===== config.mk =====
export PLATFORM = sky130hd
export DESIGN_NAME = pwm_channel_update_quirks
export DESIGN_NICKNAME = d
export VERILOG_FILES = /design/src/pwm_chan_pkg.sv /design/src/clk_select.sv /design/src/pwm_channel_update_quirks.sv
export VERILOG_INCLUDE_DIRS = /design/src
export SDC_FILE = /design/constraint.sdc
export NUM_CORES = 1
export LEC_CHECK = 0
export ABC_CLOCK_PERIOD_IN_PS = 4780
export BUFFER_PORTS_ARGS = -buffer_cell sky130_fd_sc_hd__buf_2
export CORE_MARGIN = 2
export CORE_UTILIZATION = 40
export DETAILED_ROUTE_END_ITERATION = 12
export GPL_TIMING_DRIVEN = 0
export PLACE_DENSITY_LB_ADDON = 0.1
export SKIP_LAST_GASP = 1
export SLEW_MARGIN = 20
export SYNTH_ARGS = -nofsm -noshare
export SYNTH_HDL_FRONTEND = slang
export SYNTH_HIERARCHICAL = 1
export SYNTH_SLANG_ARGS = --single-unit

===== constraint.sdc =====
create_clock -name clk_sys -period 4.78 [get_ports clk_sys]
set_input_delay 0.239 -clock clk_sys [delete_from_list [all_inputs] [get_ports clk_sys]]
set_output_delay 0.239 -clock clk_sys [all_outputs]
set_load 0.02 [all_outputs]

===== src/pwm_chan_params.svh =====
// Constants for the pulse width channel block: offsets, fields, resets.
// Assumes inclusion by the channel modules, the checker and the testbench.
`ifndef PWM_CHAN_PARAMS_SVH
`define PWM_CHAN_PARAMS_SVH

// Register byte offsets on the APB word map
`define OFF_MODE      12'h000
`define OFF_ENABLE    12'h004
`define OFF_DISABLE   12'h008
`define OFF_STATUS    12'h00c
`define OFF_PERIOD    12'h010
`define OFF_DUTY      12'h014
`define OFF_UPDATE    12'h018
`define OFF_COUNTER   12'h01c

// Mode register fields
`define MODE_PRE_LSB  0
`define MODE_PRE_MSB  3
`define MODE_UPD_BIT  8

// Update select bit, unused: mode bit 8 selects 0 duty, 1 period
`define UPD_SEL_BIT   0

// Enable and disable command bit
`define CMD_BIT       0

// Reset values
`define RST_PERIOD    16'h0001
`define RST_DUTY      16'h0001
`define RST_PRE       4'h0

// Counter start values
`define CNT_FIRST     16'h0000
`define CNT_NEXT      16'h0001
`define CNT_ZERO      16'h0000
`define CNT_ONE       16'h0001

`define DATA_ZERO     32'h0000_0000
`endif


===== src/pwm_chan_pkg.sv =====
// Types shared by the pulse width channel modules.
// Assumes the params header is on the include path.
package pwm_chan_pkg;
  typedef enum logic [1:0] {
    CH_IDLE = 2'b00,
    CH_FIRST = 2'b01,
    CH_RUN = 2'b10
  } chan_state_t;
endpackage


===== src/clk_select.sv =====
// Prescaled tick for the channel counter: one pulse each 2^sel cycles.
// Assumes sel is steady from the same clock domain.
`timescale 1ns/1ps
`include "pwm_chan_params.svh"
module clk_select #(
  parameter int DIV_W = 16
) (
  // Clock and reset
  input wire logic clk_sys,
  input wire logic resetn,
  // Control
  input wire logic run,
  input wire logic [3:0] sel,
  // Tick out
  output logic tick
);
  logic [DIV_W-1:0] div_q;
  logic [DIV_W-1:0] div_d;
  logic [DIV_W-1:0] mask;

  assign mask = DIV_W'((32'h1 << sel) - 32'h1);
  assign div_d = run ? DIV_W'(div_q + 1'b1) : '0;
  assign tick = run && ((div_q & mask) == mask);

  always_ff @(posedge clk_sys or negedge resetn) begin
    if (!resetn) div_q <= '0;
    else div_q <= div_d;
  end
endmodule // clk_select


===== src/pwm_channel_update_quirks.sv =====
// One pulse width channel with APB register access and its update quirks.
// Assumes an APB master on clk_sys; the pin mux lives outside.
//
// Notes on behaviour
// - counter 0 or 1: update applies immediately
// - zero period blocks requested period updates
// - left aligned: first start 0, then 1
// - early disable: output off, flag stays
`timescale 1ns/1ps
`include "pwm_chan_params.svh"
module pwm_channel_update_quirks
  import pwm_chan_pkg::*;
#(
  parameter int CNT_W = 16
) (
  // Clock and reset
  input wire logic clk_sys,
  input wire logic resetn,
  // APB slave
  input wire logic psel,
  input wire logic penable,
  input wire logic pwrite,
  input wire logic [11:0] paddr,
  input wire logic [31:0] pwdata,
  output logic [31:0] prdata,
  output logic pready,
  output logic pslverr,
  // Waveform
  output logic pwmOut
);
  // ------------------------------------------------------------
  // Bus decode
  // ------------------------------------------------------------
  logic wrEn, rdEn;
  logic wrMode, wrEnable, wrDisable, wrPeriod, wrDuty, wrUpdate;
  logic mapped;

  function automatic logic hit(input logic [11:0] a, input logic [11:0] o);
    return a == o;
  endfunction

  assign wrEn = psel && penable && pwrite;
  assign rdEn = psel && penable && !pwrite;
  assign wrMode = wrEn && hit(paddr, `OFF_MODE);
  assign wrEnable = wrEn && hit(paddr, `OFF_ENABLE) && pwdata[`CMD_BIT];
  assign wrDisable = wrEn && hit(paddr, `OFF_DISABLE) && pwdata[`CMD_BIT];
  assign wrPeriod = wrEn && hit(paddr, `OFF_PERIOD);
  assign wrDuty = wrEn && hit(paddr, `OFF_DUTY);
  assign wrUpdate = wrEn && hit(paddr, `OFF_UPDATE);
  assign mapped = hit(paddr, `OFF_MODE) || hit(paddr, `OFF_ENABLE) ||
                  hit(paddr, `OFF_DISABLE) || hit(paddr, `OFF_STATUS) ||
                  hit(paddr, `OFF_PERIOD) || hit(paddr, `OFF_DUTY) ||
                  hit(paddr, `OFF_UPDATE) || hit(paddr, `OFF_COUNTER);
  assign pready = 1'b1;
  assign pslverr = psel && penable && !mapped;

  // ------------------------------------------------------------
  // Registers
  // ------------------------------------------------------------
  logic [3:0] pre_q;
  logic updPeriodSel_q;
  logic [CNT_W-1:0] channel_period_value_q;
  logic [CNT_W-1:0] channel_duty_value_q;
  logic [CNT_W-1:0] pendVal_q;
  logic pend_q, pendPer_q;
  logic [CNT_W-1:0] channel_counter_value_q, cnt_d;
  logic channel_enabled_flag_q;
  logic outEn_q;
  logic tickSeen_q;
  logic [31:0] rdMux, prdata_q;
  chan_state_t st_q, st_d;
  logic tick, periodEnd, immed, applyNow, applyEnd;
  logic channel_disable_command;

  assign channel_disable_command = wrDisable;

  always_ff @(posedge clk_sys or negedge resetn) begin
    if (!resetn) begin
      pre_q <= `RST_PRE;
      updPeriodSel_q <= 1'b0;
    end else if (wrMode) begin
      pre_q <= pwdata[`MODE_PRE_MSB:`MODE_PRE_LSB];
      updPeriodSel_q <= pwdata[`MODE_UPD_BIT];
    end
  end

  // ------------------------------------------------------------
  // Channel clock and counter
  // ------------------------------------------------------------
  clk_select #(.DIV_W(CNT_W)) u_clk (
    .clk_sys(clk_sys),
    .resetn(resetn),
    .run(outEn_q),
    .sel(pre_q),
    .tick(tick)
  );

  assign periodEnd = tick &&
    (channel_counter_value_q >= channel_period_value_q);

  always_comb begin
    st_d = st_q;
    cnt_d = channel_counter_value_q;
    unique case (st_q)
      CH_IDLE: begin
        if (wrEnable) begin
          st_d = CH_FIRST;
          cnt_d = `CNT_FIRST;
        end
      end
      CH_FIRST, CH_RUN: begin
        if (channel_disable_command) begin
          st_d = CH_IDLE;
        end else if (periodEnd) begin
          st_d = CH_RUN;
          cnt_d = `CNT_NEXT;
        end else if (tick) begin
          cnt_d = CNT_W'(channel_counter_value_q + 1'b1);
        end
      end
      default: st_d = CH_IDLE;
    endcase
  end

  always_ff @(posedge clk_sys or negedge resetn) begin
    if (!resetn) begin
      st_q <= CH_IDLE;
      channel_counter_value_q <= `CNT_ZERO;
    end else begin
      st_q <= st_d;
      channel_counter_value_q <= cnt_d;
    end
  end

  // ------------------------------------------------------------
  // Enable, status and early-disable quirk
  // ------------------------------------------------------------
  always_ff @(posedge clk_sys or negedge resetn) begin
    if (!resetn) begin
      outEn_q <= 1'b0;
      channel_enabled_flag_q <= 1'b0;
      tickSeen_q <= 1'b0;
    end else begin
      if (wrEnable && st_q == CH_IDLE) begin
        outEn_q <= 1'b1;
        channel_enabled_flag_q <= 1'b1;
        tickSeen_q <= 1'b0;
      end else if (channel_disable_command) begin
        outEn_q <= 1'b0;
        // flag sticks if no clock period yet
        if (tickSeen_q || tick) channel_enabled_flag_q <= 1'b0;
      end else if (tick) begin
        tickSeen_q <= 1'b1;
      end
    end
  end

  // ------------------------------------------------------------
  // Period and duty update path
  // ------------------------------------------------------------
  // counter at 0 or 1 bypasses deferral
  assign immed = channel_counter_value_q == `CNT_ZERO ||
                 channel_counter_value_q == `CNT_ONE;
  // no period update while period is zero
  assign applyNow = wrUpdate && immed &&
    !(updPeriodSel_q && channel_period_value_q == '0);
  // deferred update lands at period end
  assign applyEnd = pend_q && periodEnd &&
    !(pendPer_q && channel_period_value_q == '0);

  always_ff @(posedge clk_sys or negedge resetn) begin
    if (!resetn) begin
      channel_period_value_q <= `RST_PERIOD;
      channel_duty_value_q <= `RST_DUTY;
      pendVal_q <= '0;
      pend_q <= 1'b0;
      pendPer_q <= 1'b0;
    end else begin
      if (wrPeriod) channel_period_value_q <= pwdata[CNT_W-1:0];
      if (wrDuty) channel_duty_value_q <= pwdata[CNT_W-1:0];
      if (applyNow) begin
        if (updPeriodSel_q) channel_period_value_q <= pwdata[CNT_W-1:0];
        else channel_duty_value_q <= pwdata[CNT_W-1:0];
        pend_q <= 1'b0;
      end else if (wrUpdate && !immed) begin
        pendVal_q <= pwdata[CNT_W-1:0];
        pendPer_q <= updPeriodSel_q;
        pend_q <= 1'b1;
      end else if (applyEnd) begin
        if (pendPer_q) channel_period_value_q <= pendVal_q;
        else channel_duty_value_q <= pendVal_q;
        pend_q <= 1'b0;
      end
    end
  end

  // ------------------------------------------------------------
  // Output and read data
  // ------------------------------------------------------------
  always_ff @(posedge clk_sys or negedge resetn) begin
    if (!resetn) pwmOut <= 1'b0;
    else pwmOut <= outEn_q &&
      (channel_counter_value_q < channel_duty_value_q);
  end

  always_comb begin
    unique case (paddr)
      `OFF_MODE: rdMux = {23'h0, updPeriodSel_q, 4'h0, pre_q};
      `OFF_STATUS: rdMux = {31'h0, channel_enabled_flag_q};
      `OFF_PERIOD: rdMux = {16'h0, channel_period_value_q};
      `OFF_DUTY: rdMux = {16'h0, channel_duty_value_q};
      `OFF_COUNTER: rdMux = {16'h0, channel_counter_value_q};
      default: rdMux = `DATA_ZERO;
    endcase
  end

  // Read data latched in setup so it stands through the access phase
  always_ff @(posedge clk_sys or negedge resetn) begin
    if (!resetn) prdata_q <= `DATA_ZERO;
    else if (psel && !penable && !pwrite) prdata_q <= rdMux;
  end
  assign prdata = rdEn ? prdata_q : `DATA_ZERO;
endmodule // pwm_channel_update_quirks


==> flow_metrics.py <==
metrics = {
    "outcome": {
        "status": "complete, no violations",
    },
    "synth": {
        "synth_top_flop_cell": "dfrtp_1",
        "synthCells": 858,
        "synth.avg_cell_area_um2": 9.02,
        "synthTopCellsByArea": "dfrtp_1 34%, ha_1 6.0%, mux2i_1 5.4%",
        "ys_seq_elements": 108,
        "synth_edf_count": 0,
        "synthTopCellsByCount": "106 x dfrtp_1, 89 x nand2_1, 55 x nor2_1",
        "ys_warn_count": 6,
        "synth_area_um2": 7730,
        "yosysTopAreaCell": "dfrtp_1",
        "ys_seq_area_frac": 0.350,
        "async_flop_share": 1.00,
        "synth_top_area_frac": 0.343,
        "synth_most_common_cell": "dfrtp_1",
        "yosysUniqueCellTypes": 80,
    },
    "sta": {
        "fin_setup_tns_ns": 0,
        "post-route-min-period_ns": 4.34,
        "finalMaxSlewViolations": 0,
        "max_freq_mhz": 230,
        "worst_pin_slew_ns": 0.896,
        "whs_ns": 0.168,
        "rsz0062_at_grt": "false",
        "finalClockSkew_ns": 0.0126,
        "setup_viol": 0,
        "fin_crit_sh": 0.908,
        "max_slew_margin": 0.398,
        "hold_viol_final": 0,
    },
    "critical_path": {
        "end_kind": "register",
        "cp-start-kind": "register",
        "r2r_slack_ns": 0.44,
        "ff2ff_path_depth": 17,
        "r2r_start": "pre_q[3]",
        "worst_ep_arrival_time_ns": 4.60,
        "path_class": "register to register",
        "crit_fanout": 10,
        "r2r_end": "channel_counter_value_q[11]",
        "critPathLaunch": "pre_q[3]",
        "cp.required_ns": 5.04,
        "critPathCapture": "channel_counter_value_q[11]",
    },
    "clock_tree": {
        "clk_pin_slew_ns": 0.08,
        "post_cts_buffers": 0,
        "clockRootBuffer": "clkbuf_16",
        "htree_levels": 3,
        "clkSinkCount": 108,
        "cts-resized-gates": 0,
        "cts_tree": "built",
        "clk_latency_ns": 0.37,
        "cts_max_path_buffers": 2,
        "cts_buffers": 9,
    },
    "worst_hold_path": {
        "holdCritPathClass": "input pin to register",
    },
    "final_layout": {
        "synthToLayoutAreaGrowth_pct": 12.7,
        "layout-drive-gt1-share": 0.173,
        "diodes": 0,
        "postLayoutCellArea_um2": 8720,
        "fin_nets": 1022,
    },
    "route": {
        "ant_nets": 0,
        "vias": 6742,
        "first_pass_iters": 5,
        "vias_per_cell": 5.61,
        "post-route-drc-count": 0,
        "drt-wirelength-per-cell_um": 19.2,
        "routed_wl_um": 23100,
        "drt_iter0_markers": 518,
    },
    "global_routing": {
        "grt_pass1_wl_um": 37000,
        "first_global_vias": 6483,
        "grt.total_usage": 0.235,
        "antenna_found_initial": 0,
        "grt_max_degree": 72,
        "grt_overflow_total": 0,
    },
    "place": {
        "placed_cell_area_um2": 8400,
        "routabilityCongestion": 0.906,
        "portBuffers": 50,
        "dp_hpwl_um": 17000,
    },
    "floorplanning": {
        "io-pin-count": 84,
        "coreArea_um2": 18800,
        "std_cell_rows": 50,
        "die-area_um2": 20500,
        "start_util": 0.411,
        "die_h_um": 143,
        "die_w_um": 143,
    },
    "run": {
        "cap_violations": 0,
    },
    "pwr": {
        "p_per_area_nw_per_um2": 212,
        "ir_drop_uv": 196,
        "p_leak_nw": 4.13,
    },
}
-- through the flow --
step	cells	setup slack (ns)	power, mW	utilization
finish	1201	0.441	1.85	0.463
global route	1201	0.0778	1.91	0.463
CTS	1201	0.443	1.86	0.463
detailed placement	1184	0.489	1.06	0.446
global placement	1183	0.506	1.05	0.444
floorplan	873	1.33	0.997	-
-- flip-flops by register name, indices dropped and copies added (netlist names), 2 cells and up --
signal,cells
pre_q,4
prdata_q,16
st_q,2
channel_duty_value_q,16
channel_period_value_q,16
pendVal_q,16
channel_counter_value_q,16
u_clk/div_q,15
-- cell families after synthesis --
family | Yosys count | share of synthesized area
fa+ha+maj | 37 | 0.0599
mux | 64 | 0.0864
flops | 108 | 0.350
other cells | 2 | 0.000971
simple gates | 285 | 0.201
buf+inv | 116 | 0.0739
xor+xnor | 13 | 0.0147
compound gates | 233 | 0.213
-- critical path: stages, from the launching register on --
cell and delay (ns):
dfrtp_1 0.42, buf_6 0.16, nor3_2 0.22, or2b_1 0.26
ha_1 0.19, clkbuf_2 0.16, inv_1 0.10, nor2_1 0.05
a222oi_1 0.30, o2111ai_1 0.17, a211oi_2 0.60, nor2b_1 0.13
o21bai_1 0.18, a31oi_1 0.26, and2_1 0.26, clkbuf_1 0.34
o21ai_0 0.16, a22o_1 0.25
-- final cells by class --
| cell class | count | area [um^2] |
|---|---|---|
| Clock buffer | 9 | 225 |
| Timing Repair Buffer | 52 | 294 |
| Inverter | 43 | 161 |
| Fill cell | 1859 | 10100 |
| Buffer | 73 | 410 |
| Tap cell | 260 | 325 |
| Sequential cell | 108 | 2710 |
| Multi-Input combinational cell | 649 | 4510 |
| Clock inverter | 7 | 81.3 |
-- metal layers --
metal | GRT usage | share of wire | up-vias
met5 | 0.0125 | 0.0013 | -
met4 | 0.0959 | 0.027 | 2
met3 | 0.0319 | 0.055 | 37
met2 | 0.343 | 0.42 | 223
met1 | 0.347 | 0.50 | 3222
li1 | - | - | 3258
-- report_power, final --
group	switching, mW	internal [mW]
combinational	0.0807	0.0420
sequential	0.00308	0.915
clock	0.389	0.417
-- what timing repair did --
action	in CTS	in global routing
hold endpoints to repair	35	0
hold buffers	1	0
endpoints found under the setup margin	0	0
-- placed cells by master, fill, tap and decap left out, types with 12 or more instances in the layout --
cell type  count
a21oi_1       49
a221oi_1      23
a31oi_1       19
and2_1        32
buf_2         58
buf_4         19
clkbuf_1      32
conb_1        17
dfrtp_1      106
ha_1          37
inv_1         43
mux2_2        22
mux2i_1       42
nand2_1       89
nand3_1       13
nor2_1        55
nor4_1        12
o211ai_1      17
o21ai_0       48
-- worst min-delay path by stage --
stage	cells past startpoint	end	from
3_3_place_gp	2	prdata_q[14]	prdata_q[14]
3_5_place_dp	1	u_clk/div_q[7]	resetn
4_1_cts	2	pendVal_q[6]	pwdata[6]
2_1_floorplan	0	channel_counter_value_q[0]	resetn
6_report	2	pendVal_q[15]	pwdata[15]
5_1_grt	2	pendVal_q[6]	pwdata[6]
Note: power is estimated with default switching activity, not from simulation.
